--- src/dqr_pkg.sv ---
// Purpose: shared constants for the acquisition card register interface
// Assumes: one 10 MHz clock, word-indexed register port
// Notes:   every offset, field position and reset value lives here
package dqr_pkg;

  ////////////////////////////////////////////////////////////////////////////
  // widths
  localparam int SAMPLE_W = 16;                       // conversion sample width
  localparam int CHAN_W   = 5;                        // channel number width
  localparam int GAIN_W   = 2;                        // gain code width
  localparam int PORT_W   = 16;                       // isolated port width
  localparam int ADDR_W   = 3;                        // register index width
  localparam int DATA_W   = 32;                       // host data width
  localparam int FIFO_DEPTH = 4;                      // sample buffer depth

  ////////////////////////////////////////////////////////////////////////////
  // register indexes
  localparam logic [ADDR_W-1:0] REG_SAMPLE     = 3'h0; // 16-bit result, pops
  localparam logic [ADDR_W-1:0] REG_SAMPLE_TAG = 3'h1; // result plus channel, pops
  localparam logic [ADDR_W-1:0] REG_CHAN       = 3'h2; // channel select
  localparam logic [ADDR_W-1:0] REG_GAIN       = 3'h3; // gain range code
  localparam logic [ADDR_W-1:0] REG_OUT_PORT   = 3'h4; // isolated output port
  localparam logic [ADDR_W-1:0] REG_IN_PORT    = 3'h5; // isolated input port
  localparam logic [ADDR_W-1:0] REG_CTRL       = 3'h6; // mode, flush, soft reset

  ////////////////////////////////////////////////////////////////////////////
  // field positions
  localparam int TAG_LSB        = 16;                 // channel tag low bit
  localparam int CTRL_AUTOSCAN  = 0;                  // auto-scan enable
  localparam int CTRL_FLUSH     = 1;                  // write 1: empty buffer
  localparam int CTRL_SOFT_RST  = 2;                  // write 1: port config reset
  localparam int STAT_EMPTY     = 1;                  // read: buffer empty
  localparam int STAT_FULL      = 2;                  // read: buffer full

  ////////////////////////////////////////////////////////////////////////////
  // gain codes, code zero is unity
  typedef enum logic [GAIN_W-1:0] {
    DQR_GAIN_X1,                                      // x1 on both variants
    DQR_GAIN_STEP1,                                   // x10 high, x2 normal
    DQR_GAIN_STEP2,                                   // x100 high, x4 normal
    DQR_GAIN_STEP3                                    // x1000 high, x8 normal
  } dqr_gain_t;

  ////////////////////////////////////////////////////////////////////////////
  // reset values
  localparam logic [CHAN_W-1:0] CHAN_RESET = 5'h00;   // channel zero
  localparam logic [PORT_W-1:0] PORT_RESET = 16'h0000; // outputs off
  localparam logic [DATA_W-1:0] DATA_ZERO  = 32'h0000_0000; // idle read data

endpackage : dqr_pkg

--- src/dqr_regs.sv ---
// Function
// - sample register returns sixteen-bit result, bit0 LSB
// - tagged word: sample low, channel bits 16-20
// - channel select holds values 0 through 31
// - channel is fixed channel or scan end
// - gain resets to unity
// - four gain settings per variant
// - output port drives written word bits
// - input port read returns live pins
// - soft reset restores port configuration and empties the sample buffer
// - repeated data reads drain successive samples
// - samples pass as two's complement unchanged
// - host flush discards all buffered samples
//
// Purpose: host register interface of a multifunction acquisition card
// Assumes: inputs synchronous to sys_clk; converter hands samples valid/ready
// Notes:   holds the sample buffer and the register block in one file
`timescale 1ns/1ps

////////////////////////////////////////////////////////////////////////////////
// sample buffer: flip-flop fifo with valid/ready on both sides
module dqr_fifo #(
  parameter int WIDTH = 21,                           // word width
  parameter int DEPTH = 4                             // entries, power of two
) (
  input  wire logic             clk,                  // clock
  input  wire logic             rst_n,                // synced reset, low
  input  wire logic             flush,                // discard everything
  input  wire logic             in_valid,             // writer has a word
  output logic                  in_ready,             // room for a word
  input  wire logic [WIDTH-1:0] in_data,              // word to store
  output logic                  out_valid,            // word available
  input  wire logic             out_ready,            // reader takes word
  output logic      [WIDTH-1:0] out_data              // oldest word
);
  localparam int AW = (DEPTH > 1) ? $clog2(DEPTH) : 1; // pointer width

  // refuse depths the pointer wrap cannot serve
  if (DEPTH < 2 || (1 << AW) != DEPTH) begin : g_bad_depth
    $error("dqr_fifo: DEPTH must be a power of two, at least 2");
  end

  typedef struct packed {
    logic [DEPTH-1:0][WIDTH-1:0] mem;                 // storage
    logic [AW-1:0]               wp;                  // write pointer
    logic [AW-1:0]               rp;                  // read pointer
    logic [AW:0]                 cnt;                 // words held
  } dqr_fifo_state_t;

  dqr_fifo_state_t st;                                // present state
  dqr_fifo_state_t next_st;                           // next state
  logic            push;                              // word accepted
  logic            pop;                               // word delivered

  // handshakes straight from the count
  assign in_ready  = (st.cnt != DEPTH[AW:0]);
  assign out_valid = (st.cnt != '0);
  assign out_data  = st.mem[st.rp];
  assign push      = in_valid && in_ready;
  assign pop       = out_valid && out_ready;

  // next state
  always_comb begin
    next_st = st;
    if (flush) begin                                  // flush beats push and pop
      next_st.wp  = '0;
      next_st.rp  = '0;
      next_st.cnt = '0;
    end else begin
      if (push) begin                                 // store at tail
        next_st.mem[st.wp] = in_data;
        next_st.wp         = st.wp + 1'b1;
      end
      if (pop) begin                                  // advance head
        next_st.rp = st.rp + 1'b1;
      end
      case ({push, pop})
        2'b10:   next_st.cnt = st.cnt + 1'b1;         // grew
        2'b01:   next_st.cnt = st.cnt - 1'b1;         // shrank
        default: next_st.cnt = st.cnt;                // unchanged
      endcase
    end
  end

  // state register
  always_ff @(posedge clk or negedge rst_n) begin
    if (!rst_n) begin
      st <= '0;
    end else begin
      st <= next_st;
    end
  end
endmodule : dqr_fifo // dqr_fifo

////////////////////////////////////////////////////////////////////////////////
// register block top
module dqr_regs #(
  parameter int FIFO_DEPTH = dqr_pkg::FIFO_DEPTH      // sample buffer depth
) (
  input  wire logic                          sys_clk,      // 10 MHz clock
  input  wire logic                          rst_b,        // async reset, low
  input  wire logic [dqr_pkg::ADDR_W-1:0]    host_addr,    // register index
  input  wire logic                          host_wr,      // write strobe
  input  wire logic [dqr_pkg::DATA_W-1:0]    host_wdata,   // write data
  input  wire logic                          host_rd,      // read strobe
  output logic      [dqr_pkg::DATA_W-1:0]    host_rdata,   // read data
  output logic                               host_rvalid,  // read data pulse
  input  wire logic                          sample_valid, // converter result ready
  output logic                               sample_ready, // buffer takes result
  input  wire logic [dqr_pkg::SAMPLE_W-1:0]  sample_data,  // two's complement result
  output logic      [dqr_pkg::CHAN_W-1:0]    conv_channel, // channel to convert
  output logic      [dqr_pkg::GAIN_W-1:0]    gain_range_code, // gain to front end
  output logic      [dqr_pkg::PORT_W-1:0]    output_port_word, // isolated outputs
  input  wire logic [dqr_pkg::PORT_W-1:0]    input_port_word   // isolated inputs
);
  localparam int TAG_W = dqr_pkg::SAMPLE_W + dqr_pkg::CHAN_W; // buffered word

  // the tag must land inside the host word
  if (dqr_pkg::TAG_LSB + dqr_pkg::CHAN_W > dqr_pkg::DATA_W) begin : g_bad_tag
    $error("dqr_regs: channel tag does not fit host word");
  end

  //////////////////////////////////////////////////////////////////////////////
  // reset release through two flops
  logic rst_meta_b;                                   // first stage
  logic rst_sync_b;                                   // released copy

  always_ff @(posedge sys_clk or negedge rst_b) begin
    if (!rst_b) begin
      rst_meta_b <= 1'b0;
      rst_sync_b <= 1'b0;
    end else begin
      rst_meta_b <= 1'b1;
      rst_sync_b <= rst_meta_b;
    end
  end

  //////////////////////////////////////////////////////////////////////////////
  // state
  typedef struct packed {
    logic [dqr_pkg::CHAN_W-1:0] chan_sel;             // fixed or ending channel
    dqr_pkg::dqr_gain_t         gain;                 // gain code
    logic [dqr_pkg::PORT_W-1:0] out_word;             // output port latch
    logic                       autoscan;             // scan mode on
    logic [dqr_pkg::CHAN_W-1:0] scan_ch;              // channel now scanned
    logic [dqr_pkg::DATA_W-1:0] rdata;                // read data register
    logic                       rvalid;               // read answer pulse
  } dqr_regs_state_t;

  dqr_regs_state_t st;                                // present state
  dqr_regs_state_t next_st;                           // next state

  logic             wr_ctrl;                          // control write
  logic             soft_rst;                         // port config reset
  logic             flush;                            // buffer discard
  logic             data_rd;                          // read of a data register
  logic             buf_valid;                        // buffer not empty
  logic             buf_in_ready;                     // buffer not full
  logic [TAG_W-1:0] buf_word;                         // oldest buffered word
  logic             sample_take;                      // result accepted

  // decode of strobes
  assign wr_ctrl  = host_wr && (host_addr == dqr_pkg::REG_CTRL);
  assign soft_rst = wr_ctrl && host_wdata[dqr_pkg::CTRL_SOFT_RST];
  assign flush    = wr_ctrl && (host_wdata[dqr_pkg::CTRL_FLUSH]
                                || host_wdata[dqr_pkg::CTRL_SOFT_RST]);
  assign data_rd  = host_rd && ((host_addr == dqr_pkg::REG_SAMPLE)
                                || (host_addr == dqr_pkg::REG_SAMPLE_TAG));

  //////////////////////////////////////////////////////////////////////////////
  // sample buffer; a data read pops one word
  dqr_fifo #(
    .WIDTH (TAG_W),
    .DEPTH (FIFO_DEPTH)
  ) u_fifo (
    .clk       (sys_clk),
    .rst_n     (rst_sync_b),
    .flush     (flush),
    .in_valid  (sample_valid),
    .in_ready  (buf_in_ready),
    .in_data   ({conv_channel, sample_data}),         // tag rides with sample
    .out_valid (buf_valid),
    .out_ready (data_rd),
    .out_data  (buf_word)
  );

  // back-pressure reaches the converter; stalled during a flush
  assign sample_ready = buf_in_ready && !flush;
  assign sample_take  = sample_valid && sample_ready;

  //////////////////////////////////////////////////////////////////////////////
  // next state
  always_comb begin
    next_st        = st;
    next_st.rvalid = host_rd;                         // answer one cycle later

    // host writes
    if (host_wr) begin
      unique case (host_addr)
        dqr_pkg::REG_CHAN: begin                      // 5-bit field, 0..31
          next_st.chan_sel = host_wdata[dqr_pkg::CHAN_W-1:0];
          next_st.scan_ch  = dqr_pkg::CHAN_RESET;     // restart scan
        end
        dqr_pkg::REG_GAIN: begin                      // two-bit code
          next_st.gain = dqr_pkg::dqr_gain_t'(host_wdata[dqr_pkg::GAIN_W-1:0]);
        end
        dqr_pkg::REG_OUT_PORT: begin                  // drive outputs
          next_st.out_word = host_wdata[dqr_pkg::PORT_W-1:0];
        end
        dqr_pkg::REG_CTRL: begin                      // mode bit
          next_st.autoscan = host_wdata[dqr_pkg::CTRL_AUTOSCAN];
          next_st.scan_ch  = dqr_pkg::CHAN_RESET;
        end
        default: begin                                // read-only or unmapped
        end
      endcase
    end

    // scan pointer walks 0..end then wraps
    if (sample_take && st.autoscan && !(host_wr && (host_addr == dqr_pkg::REG_CHAN || wr_ctrl))) begin
      if (st.scan_ch >= st.chan_sel) begin
        next_st.scan_ch = dqr_pkg::CHAN_RESET;
      end else begin
        next_st.scan_ch = st.scan_ch + 1'b1;
      end
    end

    // soft reset: port config here, buffer emptied through flush; gain and bus side kept
    if (soft_rst) begin
      next_st.chan_sel = dqr_pkg::CHAN_RESET;
      next_st.out_word = dqr_pkg::PORT_RESET;
      next_st.autoscan = 1'b0;
      next_st.scan_ch  = dqr_pkg::CHAN_RESET;
    end

    // host reads
    next_st.rdata = dqr_pkg::DATA_ZERO;
    if (host_rd) begin
      unique case (host_addr)
        dqr_pkg::REG_SAMPLE: begin                    // bit0 LSB, bit15 MSB
          if (buf_valid) begin
            next_st.rdata[dqr_pkg::SAMPLE_W-1:0] = buf_word[dqr_pkg::SAMPLE_W-1:0];
          end
        end
        dqr_pkg::REG_SAMPLE_TAG: begin                // sample plus channel
          if (buf_valid) begin
            next_st.rdata[dqr_pkg::SAMPLE_W-1:0] = buf_word[dqr_pkg::SAMPLE_W-1:0];
            next_st.rdata[dqr_pkg::TAG_LSB +: dqr_pkg::CHAN_W] =
              buf_word[dqr_pkg::SAMPLE_W +: dqr_pkg::CHAN_W];
          end
        end
        dqr_pkg::REG_CHAN: begin                      // channel readback
          next_st.rdata[dqr_pkg::CHAN_W-1:0] = st.chan_sel;
        end
        dqr_pkg::REG_GAIN: begin                      // gain readback
          next_st.rdata[dqr_pkg::GAIN_W-1:0] = st.gain;
        end
        dqr_pkg::REG_OUT_PORT: begin                  // output latch readback
          next_st.rdata[dqr_pkg::PORT_W-1:0] = st.out_word;
        end
        dqr_pkg::REG_IN_PORT: begin                   // live pins, no latch
          next_st.rdata[dqr_pkg::PORT_W-1:0] = input_port_word;
        end
        dqr_pkg::REG_CTRL: begin                      // mode and buffer state
          next_st.rdata[dqr_pkg::CTRL_AUTOSCAN] = st.autoscan;
          next_st.rdata[dqr_pkg::STAT_EMPTY]    = !buf_valid;
          next_st.rdata[dqr_pkg::STAT_FULL]     = !buf_in_ready;
        end
        default: begin                                // unmapped reads zero
        end
      endcase
    end
  end

  //////////////////////////////////////////////////////////////////////////////
  // state register; gain comes up unity
  always_ff @(posedge sys_clk or negedge rst_sync_b) begin
    if (!rst_sync_b) begin
      st.chan_sel <= dqr_pkg::CHAN_RESET;
      st.gain     <= dqr_pkg::DQR_GAIN_X1;
      st.out_word <= dqr_pkg::PORT_RESET;
      st.autoscan <= 1'b0;
      st.scan_ch  <= dqr_pkg::CHAN_RESET;
      st.rdata    <= dqr_pkg::DATA_ZERO;
      st.rvalid   <= 1'b0;
    end else begin
      st <= next_st;
    end
  end

  //////////////////////////////////////////////////////////////////////////////
  // outputs
  assign conv_channel     = st.autoscan ? st.scan_ch : st.chan_sel;
  assign gain_range_code  = st.gain;
  assign output_port_word = st.out_word;
  assign host_rdata       = st.rdata;
  assign host_rvalid      = st.rvalid;

endmodule : dqr_regs // dqr_regs

--- config.mk ---
export PLATFORM = sky130hd
export DESIGN_NAME = dqr_regs
export DESIGN_NICKNAME = d
export VERILOG_FILES = /design/src/dqr_pkg.sv /design/src/dqr_regs.sv
export SDC_FILE = /design/constraint.sdc
export NUM_CORES = 1
export LEC_CHECK = 0
export BUFFER_PORTS_ARGS = -buffer_cell sky130_fd_sc_hd__buf_4
export CORE_MARGIN = 2
export CORE_UTILIZATION = 55
export CTS_BUF_LIST = sky130_fd_sc_hd__clkbuf_8
export DETAILED_ROUTE_END_ITERATION = 12
export GPL_ROUTABILITY_DRIVEN = 1
export HOLD_SLACK_MARGIN = 0.02
export PLACE_DENSITY = 0.78
export SYNTH_ARGS = -nofsm -noshare
export SYNTH_HDL_FRONTEND = slang
export SYNTH_HIERARCHICAL = 1
export SYNTH_SLANG_ARGS = --single-unit
--- constraint.sdc ---
create_clock -name sys_clk -period 6.05 [get_ports sys_clk]
set_input_delay 1.21 -clock sys_clk [delete_from_list [all_inputs] [get_ports sys_clk]]
set_output_delay 1.21 -clock sys_clk [all_outputs]
set_load 0.05 [all_outputs]
==> results.md <==
* Layout fillers at 1,008
* Inserted Diodes at 0
* Clock root cell: clkbuf_8
* CP arrival at 3.21 ns
* DRC errors left at 0
* Sink Count at 144
* Area leader, netlist: dfrtp_1
* Pin count of the biggest net entering global routing at 75
* Final HPWL DP at 10,700 µm
* Setup crit start kind: input pin
* GPL Wtd Cong at 0.858
* Worst reg2reg path startpoint: u_fifo/st[1]
* Max-Slew Margin vs Limit at 10.7%
* Crit Path Class: input pin to output port
* Final core utilization at 62.6%
* Tot GR Track Use at 23.1%
* Max Fclk at 226 MHz
* CP max-delay cell: nor2_1
* Status: complete, no violations
* Seq cells post-synth at 144
* Final count of hold timing violations at 0
* Port buffer count at 101
* Global-route wire length before repair at 25,700 µm
* Post-Syn Area at 7480 µm²
* CP cell instances: buf_4 > inv_1 > nor3b_1 > nand2_1 > nor2_1 > nor2b_1 > buf_4
* Tightest Pin Transition at 1.33 ns
* Register area share after synthesis at 48.2%
* Initial antenna violation count at 0
* Final Slew Violations at 0
* WP buf/inv at 3
* Total power at 3.95 mW
* Share of the synthesized area in the top cell type at 48.2%
* Area Overhead vs Synth at 10.8%
* CP Max Fanout at 31
* Die Height at 121 µm
* Post-synth top cells: dfrtp_1, mux2_4, buf_4
* Clock Latency Late Sink at 0.45 ns
* CTS Buf Count at 17
* GRT overflow at 0
* Post-synthesis async set-or-reset flop share at 100%
* Setup TNS at 0 ns
* Final period util at 73.1%
* DRT Wirelength at 15,800 µm
* Ranking of synthesized cells by area: dfrtp_1, mux2_4, mux4_2, buf_4, a22o_1
* I/O pins at 129
* Nets at 689
* Critical Path Source: host_addr[2]
* Layout cells sized above 1 at 41.2%
* Vias in the first global route at 4,785
* Synth warnings at 6
* Final Skew at 0.0113 ns
* Mapped Cells at 555
* Hold-fix buffers, CTS at 0
* Setup bufs post-CTS at 0
* P per Cell Area at 477 nW/µm²
* Wire per inst at 19.8 µm
* Unique cell type count in the Yosys netlist at 58
* Unrepaired setup endpoints after global routing: no
* CTS tree: built
* Worst path top cell family by delay: simple AND/OR/NAND/NOR gates
* Clock slew at reported path FFs at 0.07 ns
* Worst Hold Class: register to register
* Via/cell ratio at 5.72
* P_leak at 4.14 nW
* # resized after CTS at 0
* CTS H-Tree Depth at 4
* Clock Path Buffers at 2
* Iter 0 DRT Violations at 313
* Initial DRT Pass Iterations at 7
* Cell mode on critical path: buf_4
* Max-cap viol count at 0
* Mean post-synth cell area at 13.5 µm²
* Reg-to-reg setup timing slack at 3.59 ns
* Vias at 4,544
* Worst vdd ir at 0.173 mV
* Num rows at 42
* Die width at 121 µm
* Fin area at 8280 µm²
* CP required at 4.84 ns
* Core area at 13,200 µm²
* Post-synth EDFFs at 0
* Number of routed nets with antenna violations at 0
* Final min period at 4.42 ns
* CP endpoint kind: output port
* Top-count cell post-synth: dfrtp_1
* Initial core utilization at 56.5%
* Synth Flop Type: dfrtp_1
* Hold Startpoint: rst_meta_b
* Placed Area at 7870 µm²
* Die Area at 14,500 µm²
* Max incr delay on CP at 0.52 ns
* # setup viols final at 0
[worst register-to-register path: stages, from the launching register on]
cell and delay (ns):
dfrtp_1 0.49, or3_2 0.74, and3_1 0.29, fa_1 0.41, nor2_1 0.15, nand3_1 0.09, a31oi_1 0.22
[final timing paths]
kind	endpoint	cells after the start
max	sample_ready	7
min	rst_sync_b	0
max reg2reg	u_fifo/st[2]	6
min reg2reg	rst_sync_b	0
max in group asynchronous	output_port_word[6]	1
min in group asynchronous	u_fifo/st[63]	0
[registers in the layout, indices dropped and copies added (netlist names)]
register,flops
gain_range_code,2
host_rdata,21
host_rvalid,1
output_port_word,16
rst_meta_b,1
rst_sync_b,1
st,11
u_fifo/st,91
[area by class of cell]
cell class                      instances  area [µm²]  share of cell area (%)
Tap cell                              176         220                    2.66
Multi-Input combinational cell        330        3230                    39.0
Inverter                                9        33.8                   0.408
Sequential cell                       144        3610                    43.5
Clock inverter                         14         166                    2.01
Timing Repair Buffer                  104         781                    9.42
Clock buffer                           18         248                    2.99
[kinds of logic after synthesis]
| family | synth area share (%) |
|---|---|
| compound gates | 7.58 |
| xor+xnor | 0.468 |
| fa+ha+maj | 1.94 |
| buf+inv | 9.17 |
| flops | 48.2 |
| mux | 25.3 |
| other cells | 0.100 |
| simple gates | 7.26 |
[where the power goes]
group	internal [mW]	switching (mW)	leakage [nW]
Combinational	0.872	0.728	2.13
Clock	0.418	0.376	0.211
Sequential	1.31	0.248	1.80
Total	2.60	1.35	4.14
[layout by cell type (no fill, tap or decap), drive strengths merged, types with 2 or more instances in the layout]
master and instances:
mux2 87, bufinv 3, xor2 2, a32o 2, mux4 21, a22oi 3
or3 2, ha 10, a21o 2, clkinvlp 2, nand2 24, clkinv 7
nand3 10, mux2i 14, nand2b 2, and2 8, a22o 23, a21oi 4
buf 104, xnor2 2, nor3 3, o21ai 17, clkbuf 18, or3b 2
a31oi 15, and3b 2, nor2 36, nor2b 4, inv 11, conb 12
and3 6, dfrtp 144, nand4b 2
[per-stage QoR]
step	setup WS (ns)	std cells	hold WS, ns
floorplan	1.74	565	0.331
global placement	1.66	763	0.339
detailed placement	1.61	763	0.343
CTS	1.60	795	0.360
global route	1.30	795	0.371
finish	1.63	795	0.357
[layer usage]
| metal | share of wire, % | routed length [µm] | GRT usage [%] | vias up |
|---|---|---|---|---|
| met5 | 0 | 0 | 0 | - |
| met4 | 1.9 | 302 | 10.0 | 0 |
| met3 | 4.7 | 740 | 5.24 | 27 |
| met2 | 49 | 7650 | 35.9 | 148 |
| met1 | 45 | 7060 | 31.4 | 2340 |
| li1 | - | - | - | 2029 |
Note: power is estimated with default switching activity, not from simulation.
